===== config.mk =====
export PLATFORM = sky130hd
export DESIGN_NAME = sfcd_clock_ctrl
export DESIGN_NICKNAME = d
export VERILOG_FILES = /design/src/inc/sfcd_pkg.sv /design/src/verilog/sfcd_clock_ctrl.sv /design/src/verilog/sfcd_div.sv
export SDC_FILE = /design/constraint.sdc
export NUM_CORES = 1
export LEC_CHECK = 0
export ABC_AREA = 1
export BUFFER_PORTS_ARGS = -buffer_cell sky130_fd_sc_hd__clkbuf_2
export CORE_MARGIN = 3
export CORE_UTILIZATION = 52
export DETAILED_ROUTE_END_ITERATION = 7
export PLACE_DENSITY = 0.86
export SLEW_MARGIN = 15
export SYNTH_ARGS = -nofsm -noshare
export SYNTH_HDL_FRONTEND = slang
export SYNTH_HIERARCHICAL = 1
export SYNTH_SLANG_ARGS = --single-unit

===== constraint.sdc =====
create_clock -name ref_clk -period 2 [get_ports ref_clk]
set_clock_uncertainty 0.1 [all_clocks]
set_input_delay 0.4 -clock ref_clk [delete_from_list [all_inputs] [get_ports ref_clk]]
set_output_delay 0.4 -clock ref_clk [all_outputs]
set_load 0.1 [all_outputs]

===== src/inc/sfcd_pkg.sv =====
/*
  Constants, register map and types for the sample clock conditioning
  block: clock divider, alignment resync and duty fix loop control.
  Assumes one 10 MHz reference clock that stands for the incoming
  sample clock, and a simple byte-wide register port.
*/
// Function
// RULE_01: The block divides the incoming clock by any integer from 1 to 8 to make the conversion clock.
// RULE_02: Any divide ratio other than 1 forces the duty fix loop on whatever its enable bit says.
// RULE_03: Bits 1 and 2 of sync_control pick resync on every alignment pulse or only on the first one after a write.
// RULE_04: An accepted alignment pulse returns the divider to its initial state.
// RULE_05: A locked duty fix loop rebuilds the falling edge for 50% duty and leaves the rising edge in place; odd ratios run high one cycle longer than low.
// RULE_06: Below about 20 MHz the loop does not work and the timing follows the input duty cycle.
// RULE_07: After any clock rate change the loop is bypassed and unlocked for 1.5 to 5 us before relocking.
// RULE_08: The controlling side should disable the loop when the rate changes on the fly and enable it otherwise.
// RULE_09: Each new sample is taken on the rising edge of the conversion clock.
// RULE_10: The alignment pulse is sampled on the undivided clock and only its rising edge acts.
package sfcd_pkg;

  // ------------------------------------------------------------------
  // Register port
  // ------------------------------------------------------------------
  localparam int ADDR_W = 13;
  localparam int DATA_W = 8;

  localparam logic [ADDR_W-1:0] OFF_DUTY_FIX     = 13'h009;
  localparam logic [ADDR_W-1:0] OFF_CLOCK_DIVIDE = 13'h00b;
  localparam logic [ADDR_W-1:0] OFF_SYNC_CONTROL = 13'h100;

  // duty_fix fields
  localparam int DUTY_EN_BIT   = 0;
  localparam int DUTY_LOCK_BIT = 1;
  localparam int DUTY_ACT_BIT  = 2;
  // clock_divide fields: ratio minus one in the low three bits
  localparam int DIV_LSB = 0;
  localparam int DIV_W   = 3;
  // sync_control fields
  localparam int SYNC_EN_BIT    = 1;
  localparam int SYNC_ONCE_BIT  = 2;
  localparam int SYNC_ARMED_BIT = 3;

  localparam logic [DATA_W-1:0] RST_DUTY_FIX     = 8'h01;
  localparam logic [DATA_W-1:0] RST_CLOCK_DIVIDE = 8'h00;
  localparam logic [DATA_W-1:0] RST_SYNC_CONTROL = 8'h00;
  localparam logic [DATA_W-1:0] UNMAPPED_READ    = 8'h00;

  // ------------------------------------------------------------------
  // Timing
  // ------------------------------------------------------------------
  localparam int REF_CLK_KHZ   = 10000;
  localparam int RELOCK_MIN_NS = 1500;
  localparam int RELOCK_MAX_NS = 5000;
  // Least time rounds up, longest rounds down
  localparam int RELOCK_MIN_CYC =
    (RELOCK_MIN_NS * REF_CLK_KHZ + 999999) / 1000000;
  localparam int RELOCK_MAX_CYC =
    (RELOCK_MAX_NS * REF_CLK_KHZ) / 1000000;
  localparam int RELOCK_CNT_W = 6;

  // ------------------------------------------------------------------
  // Types
  // ------------------------------------------------------------------
  typedef enum logic [2:0] {
    SFCD_LOOP_OFF    = 3'b001,
    SFCD_LOOP_RELOCK = 3'b010,
    SFCD_LOOP_LOCKED = 3'b100
  } sfcd_loop_t;

  typedef struct packed {
    logic [ADDR_W-1:0] addr;
    logic              wr;
    logic              rd;
    logic [DATA_W-1:0] wdata;
  } sfcd_reg_req_t;

endpackage


===== src/verilog/sfcd_clock_ctrl.sv =====
/*
  Sample clock conditioning: register file, divider, alignment resync
  and duty fix loop state with relock timing.
  Assumes inputs synchronous to ref_clk; ref_clk stands for the
  undivided sample clock; rate_low and rate_change come from the clock
  receiver that measures the incoming rate.
*/
`timescale 1ns/10ps
module sfcd_clock_ctrl #(
  parameter int DIV_W        = sfcd_pkg::DIV_W,
  parameter int RELOCK_CYC   = sfcd_pkg::RELOCK_MIN_CYC
) (
  input  wire logic                        ref_clk,
  input  wire logic                        rst,
  input  wire sfcd_pkg::sfcd_reg_req_t     reg_req,
  output logic      [sfcd_pkg::DATA_W-1:0] reg_rdata,
  output logic                             reg_rvalid,
  input  wire logic                        align_pulse,
  input  wire logic                        rate_low,
  input  wire logic                        rate_change,
  output logic                             conv_clk,
  output logic                             sample_en,
  output logic                             loop_locked,
  output logic                             align_done
);

  // ------------------------------------------------------------------
  // Registers
  // ------------------------------------------------------------------
  logic [sfcd_pkg::DATA_W-1:0] duty_fix;
  logic [sfcd_pkg::DATA_W-1:0] clock_divide;
  logic [sfcd_pkg::DATA_W-1:0] sync_control;
  logic                        sync_armed;

  wire sel_duty = (reg_req.addr == sfcd_pkg::OFF_DUTY_FIX);
  wire sel_div  = (reg_req.addr == sfcd_pkg::OFF_CLOCK_DIVIDE);
  wire sel_sync = (reg_req.addr == sfcd_pkg::OFF_SYNC_CONTROL);
  wire wr_duty  = reg_req.wr && sel_duty;
  wire wr_div   = reg_req.wr && sel_div;
  wire wr_sync  = reg_req.wr && sel_sync;

  wire [DIV_W-1:0] ratio_m1 =
    clock_divide[sfcd_pkg::DIV_LSB +: DIV_W];
  wire [DIV_W-1:0] new_ratio_m1 =
    reg_req.wdata[sfcd_pkg::DIV_LSB +: DIV_W];
  // A new ratio changes the internal clock rate
  wire ratio_changed = wr_div && (new_ratio_m1 != ratio_m1);

  always_ff @(posedge ref_clk) begin
    if (rst) begin
      duty_fix     <= sfcd_pkg::RST_DUTY_FIX;
      clock_divide <= sfcd_pkg::RST_CLOCK_DIVIDE;
      sync_control <= sfcd_pkg::RST_SYNC_CONTROL;
    end else begin
      if (wr_duty) begin
        duty_fix <= reg_req.wdata;
      end
      if (wr_div) begin
        clock_divide <= reg_req.wdata;
      end
      if (wr_sync) begin
        sync_control <= reg_req.wdata;
      end
    end
  end

  // ------------------------------------------------------------------
  // Alignment pulse
  // ------------------------------------------------------------------
  logic align_q;
  wire  align_edge = align_pulse && !align_q; // RULE_10
  wire  sync_en    = sync_control[sfcd_pkg::SYNC_EN_BIT];
  wire  sync_once  = sync_control[sfcd_pkg::SYNC_ONCE_BIT];
  wire  align_take = align_edge && sync_en &&
                     (!sync_once || sync_armed); // RULE_03
  // Re-arm on write wins over the disarm of the same cycle
  wire  next_armed = wr_sync ? 1'b1 :
                     (align_take ? 1'b0 : sync_armed); // RULE_03

  always_ff @(posedge ref_clk) begin
    if (rst) begin
      align_q    <= 1'b0;
      sync_armed <= 1'b0;
      align_done <= 1'b0;
    end else begin
      align_q    <= align_pulse; // RULE_10
      sync_armed <= next_armed;
      align_done <= align_take;
    end
  end

  // ------------------------------------------------------------------
  // Divider
  // ------------------------------------------------------------------
  logic [DIV_W-1:0] phase;
  logic             rise;

  sfcd_div #(
    .DIV_W (DIV_W)
  ) u_div (
    .ref_clk  (ref_clk),
    .rst      (rst),
    .ratio_m1 (ratio_m1),
    .restart  (align_take || ratio_changed), // RULE_04
    .phase    (phase),
    .rise     (rise)
  );

  // ------------------------------------------------------------------
  // Duty fix loop
  // ------------------------------------------------------------------
  sfcd_pkg::sfcd_loop_t       loop_st;
  sfcd_pkg::sfcd_loop_t       next_loop_st;
  logic [sfcd_pkg::RELOCK_CNT_W-1:0] relock_cnt;
  logic [sfcd_pkg::RELOCK_CNT_W-1:0] next_relock_cnt;

  wire loop_active = duty_fix[sfcd_pkg::DUTY_EN_BIT] ||
                     (ratio_m1 != '0); // RULE_02
  wire rate_step   = rate_change || ratio_changed; // RULE_07
  wire relock_done = (relock_cnt ==
    sfcd_pkg::RELOCK_CNT_W'(RELOCK_CYC - 1)); // RULE_07

  always_comb begin
    next_loop_st    = loop_st;
    next_relock_cnt = '0;
    case (loop_st)
      sfcd_pkg::SFCD_LOOP_OFF: begin
        if (loop_active) begin
          next_loop_st = sfcd_pkg::SFCD_LOOP_RELOCK;
        end
      end
      sfcd_pkg::SFCD_LOOP_RELOCK: begin
        if (!loop_active) begin
          next_loop_st = sfcd_pkg::SFCD_LOOP_OFF;
        end else if (rate_step || rate_low) begin
          next_relock_cnt = '0; // RULE_06
        end else if (relock_done) begin
          next_loop_st = sfcd_pkg::SFCD_LOOP_LOCKED; // RULE_07
        end else begin
          next_relock_cnt =
            sfcd_pkg::RELOCK_CNT_W'(relock_cnt + 1'b1);
        end
      end
      sfcd_pkg::SFCD_LOOP_LOCKED: begin
        if (!loop_active) begin
          next_loop_st = sfcd_pkg::SFCD_LOOP_OFF;
        end else if (rate_step || rate_low) begin
          next_loop_st = sfcd_pkg::SFCD_LOOP_RELOCK; // RULE_07
        end
      end
      default: begin
        next_loop_st = sfcd_pkg::SFCD_LOOP_OFF;
      end
    endcase
  end

  always_ff @(posedge ref_clk) begin
    if (rst) begin
      loop_st    <= sfcd_pkg::SFCD_LOOP_OFF;
      relock_cnt <= '0;
    end else begin
      loop_st    <= next_loop_st;
      relock_cnt <= next_relock_cnt;
    end
  end

  // ------------------------------------------------------------------
  // Internal conversion clock
  // ------------------------------------------------------------------
  wire locked = (loop_st == sfcd_pkg::SFCD_LOOP_LOCKED);
  // Half period, rounded up, for the rebuilt falling edge
  wire [DIV_W:0] half_hi =
    (DIV_W+1)'(({1'b0, ratio_m1} + 2'd2) >> 1);
  wire           fixed_hi  = ({1'b0, phase} < half_hi); // RULE_05
  // Bypassed: high for one undivided input cycle per period, at phase zero
  wire           bypass_hi = rise; // RULE_06
  wire           next_conv = locked ? fixed_hi : bypass_hi; // RULE_05

  always_ff @(posedge ref_clk) begin
    if (rst) begin
      conv_clk    <= 1'b0;
      sample_en   <= 1'b0;
      loop_locked <= 1'b0;
    end else begin
      conv_clk    <= next_conv;
      sample_en   <= rise; // RULE_09
      loop_locked <= locked;
    end
  end

  // ------------------------------------------------------------------
  // Read back
  // ------------------------------------------------------------------
  logic [sfcd_pkg::DATA_W-1:0] rd_mux;

  always_comb begin
    rd_mux = sfcd_pkg::UNMAPPED_READ;
    if (sel_duty) begin
      rd_mux = duty_fix;
      rd_mux[sfcd_pkg::DUTY_LOCK_BIT] = locked;
      rd_mux[sfcd_pkg::DUTY_ACT_BIT]  = loop_active;
    end else if (sel_div) begin
      rd_mux = clock_divide;
    end else if (sel_sync) begin
      rd_mux = sync_control;
      rd_mux[sfcd_pkg::SYNC_ARMED_BIT] = sync_armed;
    end
  end

  always_ff @(posedge ref_clk) begin
    if (rst) begin
      reg_rdata  <= '0;
      reg_rvalid <= 1'b0;
    end else begin
      reg_rvalid <= reg_req.rd;
      if (reg_req.rd) begin
        reg_rdata <= rd_mux;
      end
    end
  end

endmodule


===== src/verilog/sfcd_div.sv =====
/*
  Programmable integer clock divider with restart to initial state.
  Assumes ratio is held stable except when the owner restarts it.
*/
`timescale 1ns/10ps
module sfcd_div #(
  parameter int DIV_W = 3
) (
  input  wire logic             ref_clk,
  input  wire logic             rst,
  input  wire logic [DIV_W-1:0] ratio_m1,
  input  wire logic             restart,
  output logic      [DIV_W-1:0] phase,
  output logic                  rise
);

  logic [DIV_W-1:0] next_phase;
  wire              wrap = (phase >= ratio_m1);

  // Initial state is phase zero; phase zero is the sampling edge
  assign next_phase = (restart || wrap) ? '0 : DIV_W'(phase + 1'b1); // RULE_04
  assign rise       = (phase == '0); // RULE_01

  always_ff @(posedge ref_clk) begin
    if (rst) begin
      phase <= '0;
    end else begin
      phase <= next_phase; // RULE_01
    end
  end

endmodule

==> impl_results.md, run 1 <==
- Status: finished, final reports clean
- Total number of vias: 2,097
- Worst setup SP type: flip-flop
- Nets: 391
- Met3 usage: 3.46%
- Max clock buf depth: 2
- Final WL: 5.08 mm
- Root Buffer: clkbuf_8
- # fillers: 365
- Syn nets: 346
- Placed cells: 396
- Area grow syn2layout: 16.0%
- Layout cells sized above 1: 19.5%
- Lkg Pwr: 1.18 nW
- Syn avg cell area: 7.46 sq um
- Sequential cell area fraction in the yosys report: 41.8%
- Peak supply drop: 0.654 mV
- Die footprint: 5250 sq um
- Mapped cell area: 2300 sq um
- Die Ht: 72.5 um
- Htree depth: 2
- Most common cell after layout, fill and taps aside: nand2_1
- Ant diodes: 0
- Input/output buffers: 40
- PwrDens: 766 nW/um^2
- Critical Path AT: 1.82 ns
- Met1 Resource Use GR: 26.5%
- Fmax: 587 MHz
- Estimated wirelength of the detail-placed design: 3.70 mm
- Cells after synthesis: 308
- Final hold vios: 0
- Primary FF master, synth: dfxtp_1
- CTS buffer count: 5
- CTS tree: done
- Largest net degree at the start of global routing: 24
- Total Power: 2.04 mW
- Gpl congestion: 0.907
- Worst hold path class: input pin to flip-flop
- Slew Limit Fails: 0
- GR peak layer: met2
- Headroom to the max-slew limit: 64.0%
- Async set-reset flop share out of synthesis: 0%
- Global-route wire length before repair: 8.83 mm
- Worst Tran Pin Value: 0.543 ns
- Synth unique cells: 26
- FF+latch count, synth: 48
- GR Util met2: 37.1%
- Antenna violation net count after detailed routing: 0
- Core Box Area: 4140 sq um
- Drt initial violations: 120
- Sink Count: 48
- Clk Latency, worst-skew pair: 0.29 ns
- Post-synth EDFFs: 0
- Max-Cap Viols: 0
- CP max FO: 6
- Initial Utilization: 55.4%
- IO Pins: 41
- Post-CTS Hold Fix Bufs: 0
- Initial antenna violation count: 0
- Minimum clock period after layout: 1.70 ns
- Post-Layout Cell Count: 404
- Via density: 5.19
- Grt ovf: 0
- Postcts setup bufs: 0
- Die width: 72.5 um
- Critical Path RT: 2.12 ns
- # resized after CTS: 0
- Fin crit share: 85.2%
- Vias in the first global route: 1,965
- Drt wl/cell: 12.6 um
- WS Path Type: flip-flop to flip-flop
- Setup tns final: 0 ns
- Site Rows: 23
- Critical Path Sink Type: flip-flop
- Post-route DRC violation count: 0
- WHS: 0.218 ns
- Total Routing Usage GR: 21.1%
- Synthesis Warnings: 6
- DR pass1 iterations: 4
- Unrepaired setup endpoints after global routing: no
- Clock Pin Slew Worst Setup and Hold Paths: 0.09 ns
- Most frequent cells in the layout: 59 x nand2_1, 48 x dfxtp_1, 47 x inv_1
- Setup-failing EPs final: 0
==> critical path, stage by stage (launching register included) <==
cell and delay, ns:
dfxtp_1 0.46, inv_1 0.12, nand3_1 0.15, nand2_1 0.13, nor2_1 0.20, nand4_1 0.28, nor3_1 0.20
==> final timing paths <==
path                                       from             to  slack (ns)  depth (start not counted)
worst max register to register  clock_divide[1]  relock_cnt[2]        0.30                          6
worst min register to register      duty_fix[4]    duty_fix[4]        0.35                          2
worst min-delay path                align_pulse        align_q        0.22                          3
worst max-delay path            clock_divide[1]  relock_cnt[2]        0.30                          6
==> cell usage after synthesis, types with 3 or more instances <==
cell	n	area, sq um
nor2_1	31	116
o21ai_0	24	120
nand2_1	59	221
ha_1	10	125
a21oi_1	24	120
nand3_1	17	85.1
xnor2_1	3	26.3
buf_6	3	33.8
a41oi_1	8	70.1
clkbuf_1	5	18.8
nor3_1	6	30.0
nor2_2	4	25.0
dfxtp_1	48	961
inv_1	47	176
==> layout make-up <==
cell class / count / area, sq um / area share (%)
Timing Repair Buffer: 46 / 245 / 9.21
Tap cell: 50 / 62.6 / 2.35
Sequential cell: 48 / 961 / 36.1
Inverter: 48 / 180 / 6.76
Clock inverter: 3 / 42.5 / 1.60
Multi-Input combinational cell: 204 / 1100 / 41.4
Clock buffer: 5 / 68.8 / 2.58
==> where the power goes <==
group | switching (mW) | total [mW] | internal (mW) | leakage [nW]
logic | 0.236 | 0.329 | 0.0935 | 0.738
clock network | 0.329 | 0.699 | 0.370 | 0.0541
registers | 0.0206 | 1.01 | 0.992 | 0.390
total | 0.586 | 2.04 | 1.46 | 1.18
==> stage by stage <==
stage	setup WS, ns	utilization (%)	instance area [sq um]
5_1_grt	0.178	64.3	2660
4_1_cts	0.303	64.3	2660
3_3_place_gp	0.228	61.6	2550
6_report	0.296	64.3	2660
3_5_place_dp	0.192	61.6	2550
2_1_floorplan	0.477	-	2300
==> cell families after synthesis <==
logic type,Yosys count,share of synthesized area [%]
AOI/OAI and AO/OA,61,15.2
xor gates and xnor gates,5,1.91
adders and majority gates,10,5.45
DFF,48,41.8
buffers and inverters,56,10.1
and+or+nand+nor,128,25.5
==> routing by layer <==
layer / vias to the layer above / share of wire, %
li1: 1087 / -
met1: 944 / 44
met2: 62 / 49
met3: 4 / 5.9
met4: 0 / 1.0
met5: - / 0
==> state kept, by name (all words and copies together) (netlist names), 3 cells and up <==
register	count
sync_control	7
clock_divide	8
u_div/phase	3
reg_rdata	8
relock_cnt	6
loop_st	3
duty_fix	6
Note: power is estimated with default switching activity, not from simulation.
==> run 2, diff against run 1 <==
Settings changed: CORE_MARGIN 3 to 2, CORE_UTILIZATION 52 to 45, PLACE_DENSITY 0.86 to 0.78.
Clock period 2 ns to 2.2 ns, I/O delays scaled along.
==> impl_results.md, run 2 (synthesis gave the netlist of run 1 again) <==
- Most common cell after layout, fill and taps aside: nand2_1 (unchanged)
- Postcts setup bufs: 0 (unchanged)
- Largest net degree at the start of global routing: 25 (was 24)
- Root Buffer: clkbuf_8 (unchanged)
- Drt initial violations: 77 (was 120)
- Estimated wirelength of the detail-placed design: 3.71 mm (was 3.70 mm)
- Critical Path Sink Type: flip-flop (unchanged)
- Ant diodes: 0 (unchanged)
- Setup-failing EPs final: 0 (unchanged)
- Fin crit share: 77.0%
- Final core utilization: 53.0% (was 64.3%)
- Biggest regs: clock_divide x8, reg_rdata x8, sync_control x7 (unchanged)
- Area of the multi-input gates: 1100 sq um (unchanged)
- Grt ovf: 0 (unchanged)
- Critical Path AT: 1.79 ns (was 1.82 ns)
- Design Area, Final: 2660 sq um (about the same)
- Total Power: 1.77 mW (was 2.04 mW)
- Htree depth: 2 (unchanged)
- Input/output buffers: 40 (unchanged)
- CTS buffer count: 5 (unchanged)
- Core Box Area: 5010 sq um (was 4140 sq um)
- Initial antenna violation count: 0 (unchanged)
- Final hold vios: 0 (unchanged)
- Antenna violation net count after detailed routing: 0 (unchanged)
- Final WL: 4.99 mm (was 5.08 mm)
- Clock Pin Slew Worst Setup and Hold Paths: 0.09 ns (about the same)
- Setup tns final: 0 ns (unchanged)
- Post-Layout Cell Count: 422 (was 404)
- Worst hold path class: input pin to flip-flop (unchanged)
- Placed cells: 414 (was 396)
- Lkg Pwr: 1.16 nW (was 1.18 nW)
- Global-route wire length before repair: 8.45 mm (was 8.83 mm)
- Clk Latency, worst-skew pair: 0.30 ns (was 0.29 ns)
- CTS tree: done (unchanged)
- PwrDens: 665 nW/um^2 (was 766 nW/um^2)
- Site Rows: 26 (was 23)
- # resized after CTS: 0 (unchanged)
- Max-Cap Viols: 0 (unchanged)
- FF-to-FF Start: clock_divide[1] (unchanged)
- Die width: 75.5 um (was 72.5 um)
- Nets: 389 (was 391)
- FF-to-FF End: relock_cnt[2] (unchanged)
- Total Routing Usage GR: 19.4% (was 21.1%)
- Reg area: 961 sq um (unchanged)
- Headroom to the max-slew limit: 63.6% (was 64.0%)
- CP max FO: 15 (was 6)
- Vias in the first global route: 1,943 (was 1,965)
- Unrepaired setup endpoints after global routing: no (unchanged)
- Via density: 4.97 (was 5.19)
- Most frequent cells in the layout: 59 x nand2_1, 48 x dfxtp_1, 47 x inv_1 (unchanged)
- Die footprint: 5690 sq um (was 5250 sq um)
- DR pass1 iterations: 5 (was 4)
- Dpl cell area: 2560 sq um (was 2550 sq um)
- Post-route worst setup slack: 0.505 ns (was 0.296 ns)
- Layout cells sized above 1: 18.8% (was 19.5%)
- Gpl congestion: 0.853 (was 0.907)
- Hold depth: 3 (unchanged)
- Sink Count: 48 (unchanged)
- Worst setup SP type: input pin (was flip-flop)
- Peak supply drop: 0.542 mV (was 0.654 mV)
- WHS: 0.254 ns (was 0.218 ns)
- Slew Limit Fails: 0 (unchanged)
- Max clock buf depth: 2 (unchanged)
- Fmax: 590 MHz
- Status: finished, final reports clean (unchanged)
- Post-CTS Hold Fix Bufs: 0 (unchanged)
- Reg2reg setup slack: 0.57 ns (was 0.30 ns)
- Drt wl/cell: 11.8 um (was 12.6 um)
- Die Ht: 75.5 um (was 72.5 um)
- Critical Path RT: 2.29 ns (was 2.12 ns)
- WS Path Type: input pin to flip-flop (was flip-flop to flip-flop)
- IO Pins: 41 (unchanged)
- HP Start: align_pulse (unchanged)
- Worst hold path endpoint: align_q (unchanged)
- Post-route DRC violation count: 0 (unchanged)
- # fillers: 528 (was 365)
- Reg2Reg Depth: 6 (unchanged)
- Worst Tran Pin Value: 0.548 ns (was 0.543 ns)
- Initial Utilization: 45.9% (was 55.4%)
- Dpl ws: 0.226 ns (was 0.192 ns)
- Minimum clock period after layout: 1.69 ns
- Total number of vias: 2,099 (was 2,097)
- Area grow syn2layout: 15.6% (was 16.0%)
[run 2: changes by cell type in the layout (fill, tap and decap cells not counted)]
| cell | delta |
|---|---|
| buf_4 | -2 |
| clkbuf_8 | +1 |
| clkinv_2 | -1 |
| bufinv_16 | -1 |
| clkbuf_1 | +1 |
[run 2: worst max-delay path by stage]
stage,from,endpoint
floorplan,reg_req[14],sync_control[6]
global placement,reg_req[14],sync_control[1]
detailed placement,reg_req[14],sync_control[1]
CTS,reg_rdata[2],reg_rdata[2]
global route,reg_req[14],sync_control[0]
finish,reg_req[14],sync_control[0]
[run 2: critical path, cell delays in order]
cell	delay, ns
clkbuf_2	0.09
nor2_1	0.13
nand3_2	0.12
nor2_2	0.12
and3_1	0.40
nand2_4	0.19
o21ai_0	0.24
a21oi_1	0.06
[run 2: power breakdown]
group          internal [mW]  leakage (nW)  total, mW  switching [mW]
Clock                  0.256        0.0445      0.545           0.289
Combinational         0.0851         0.728      0.299           0.213
Sequential             0.902         0.390      0.922          0.0199
Total                   1.24          1.16       1.77           0.523
[run 2: cell type report]
type	instances	area share [%]
Sequential cell	48	36.2
Tap cell	70	3.30
Clock inverter	1	0.283
Multi-Input combinational cell	204	41.5
Clock buffer	7	3.25
Inverter	48	6.78
Timing Repair Buffer	44	8.67
[run 2: layer usage]
layer  wire [um]  vias up  global-route usage [%]  part of all wire, %
li1            -     1082                       -                    -
met1        2320      952                    24.7                   47
met2        2360       56                    33.4                   47
met3         219        9                    3.17                  4.4
met4          84        0                    6.43                  1.7
met5           0        -                       0                    0
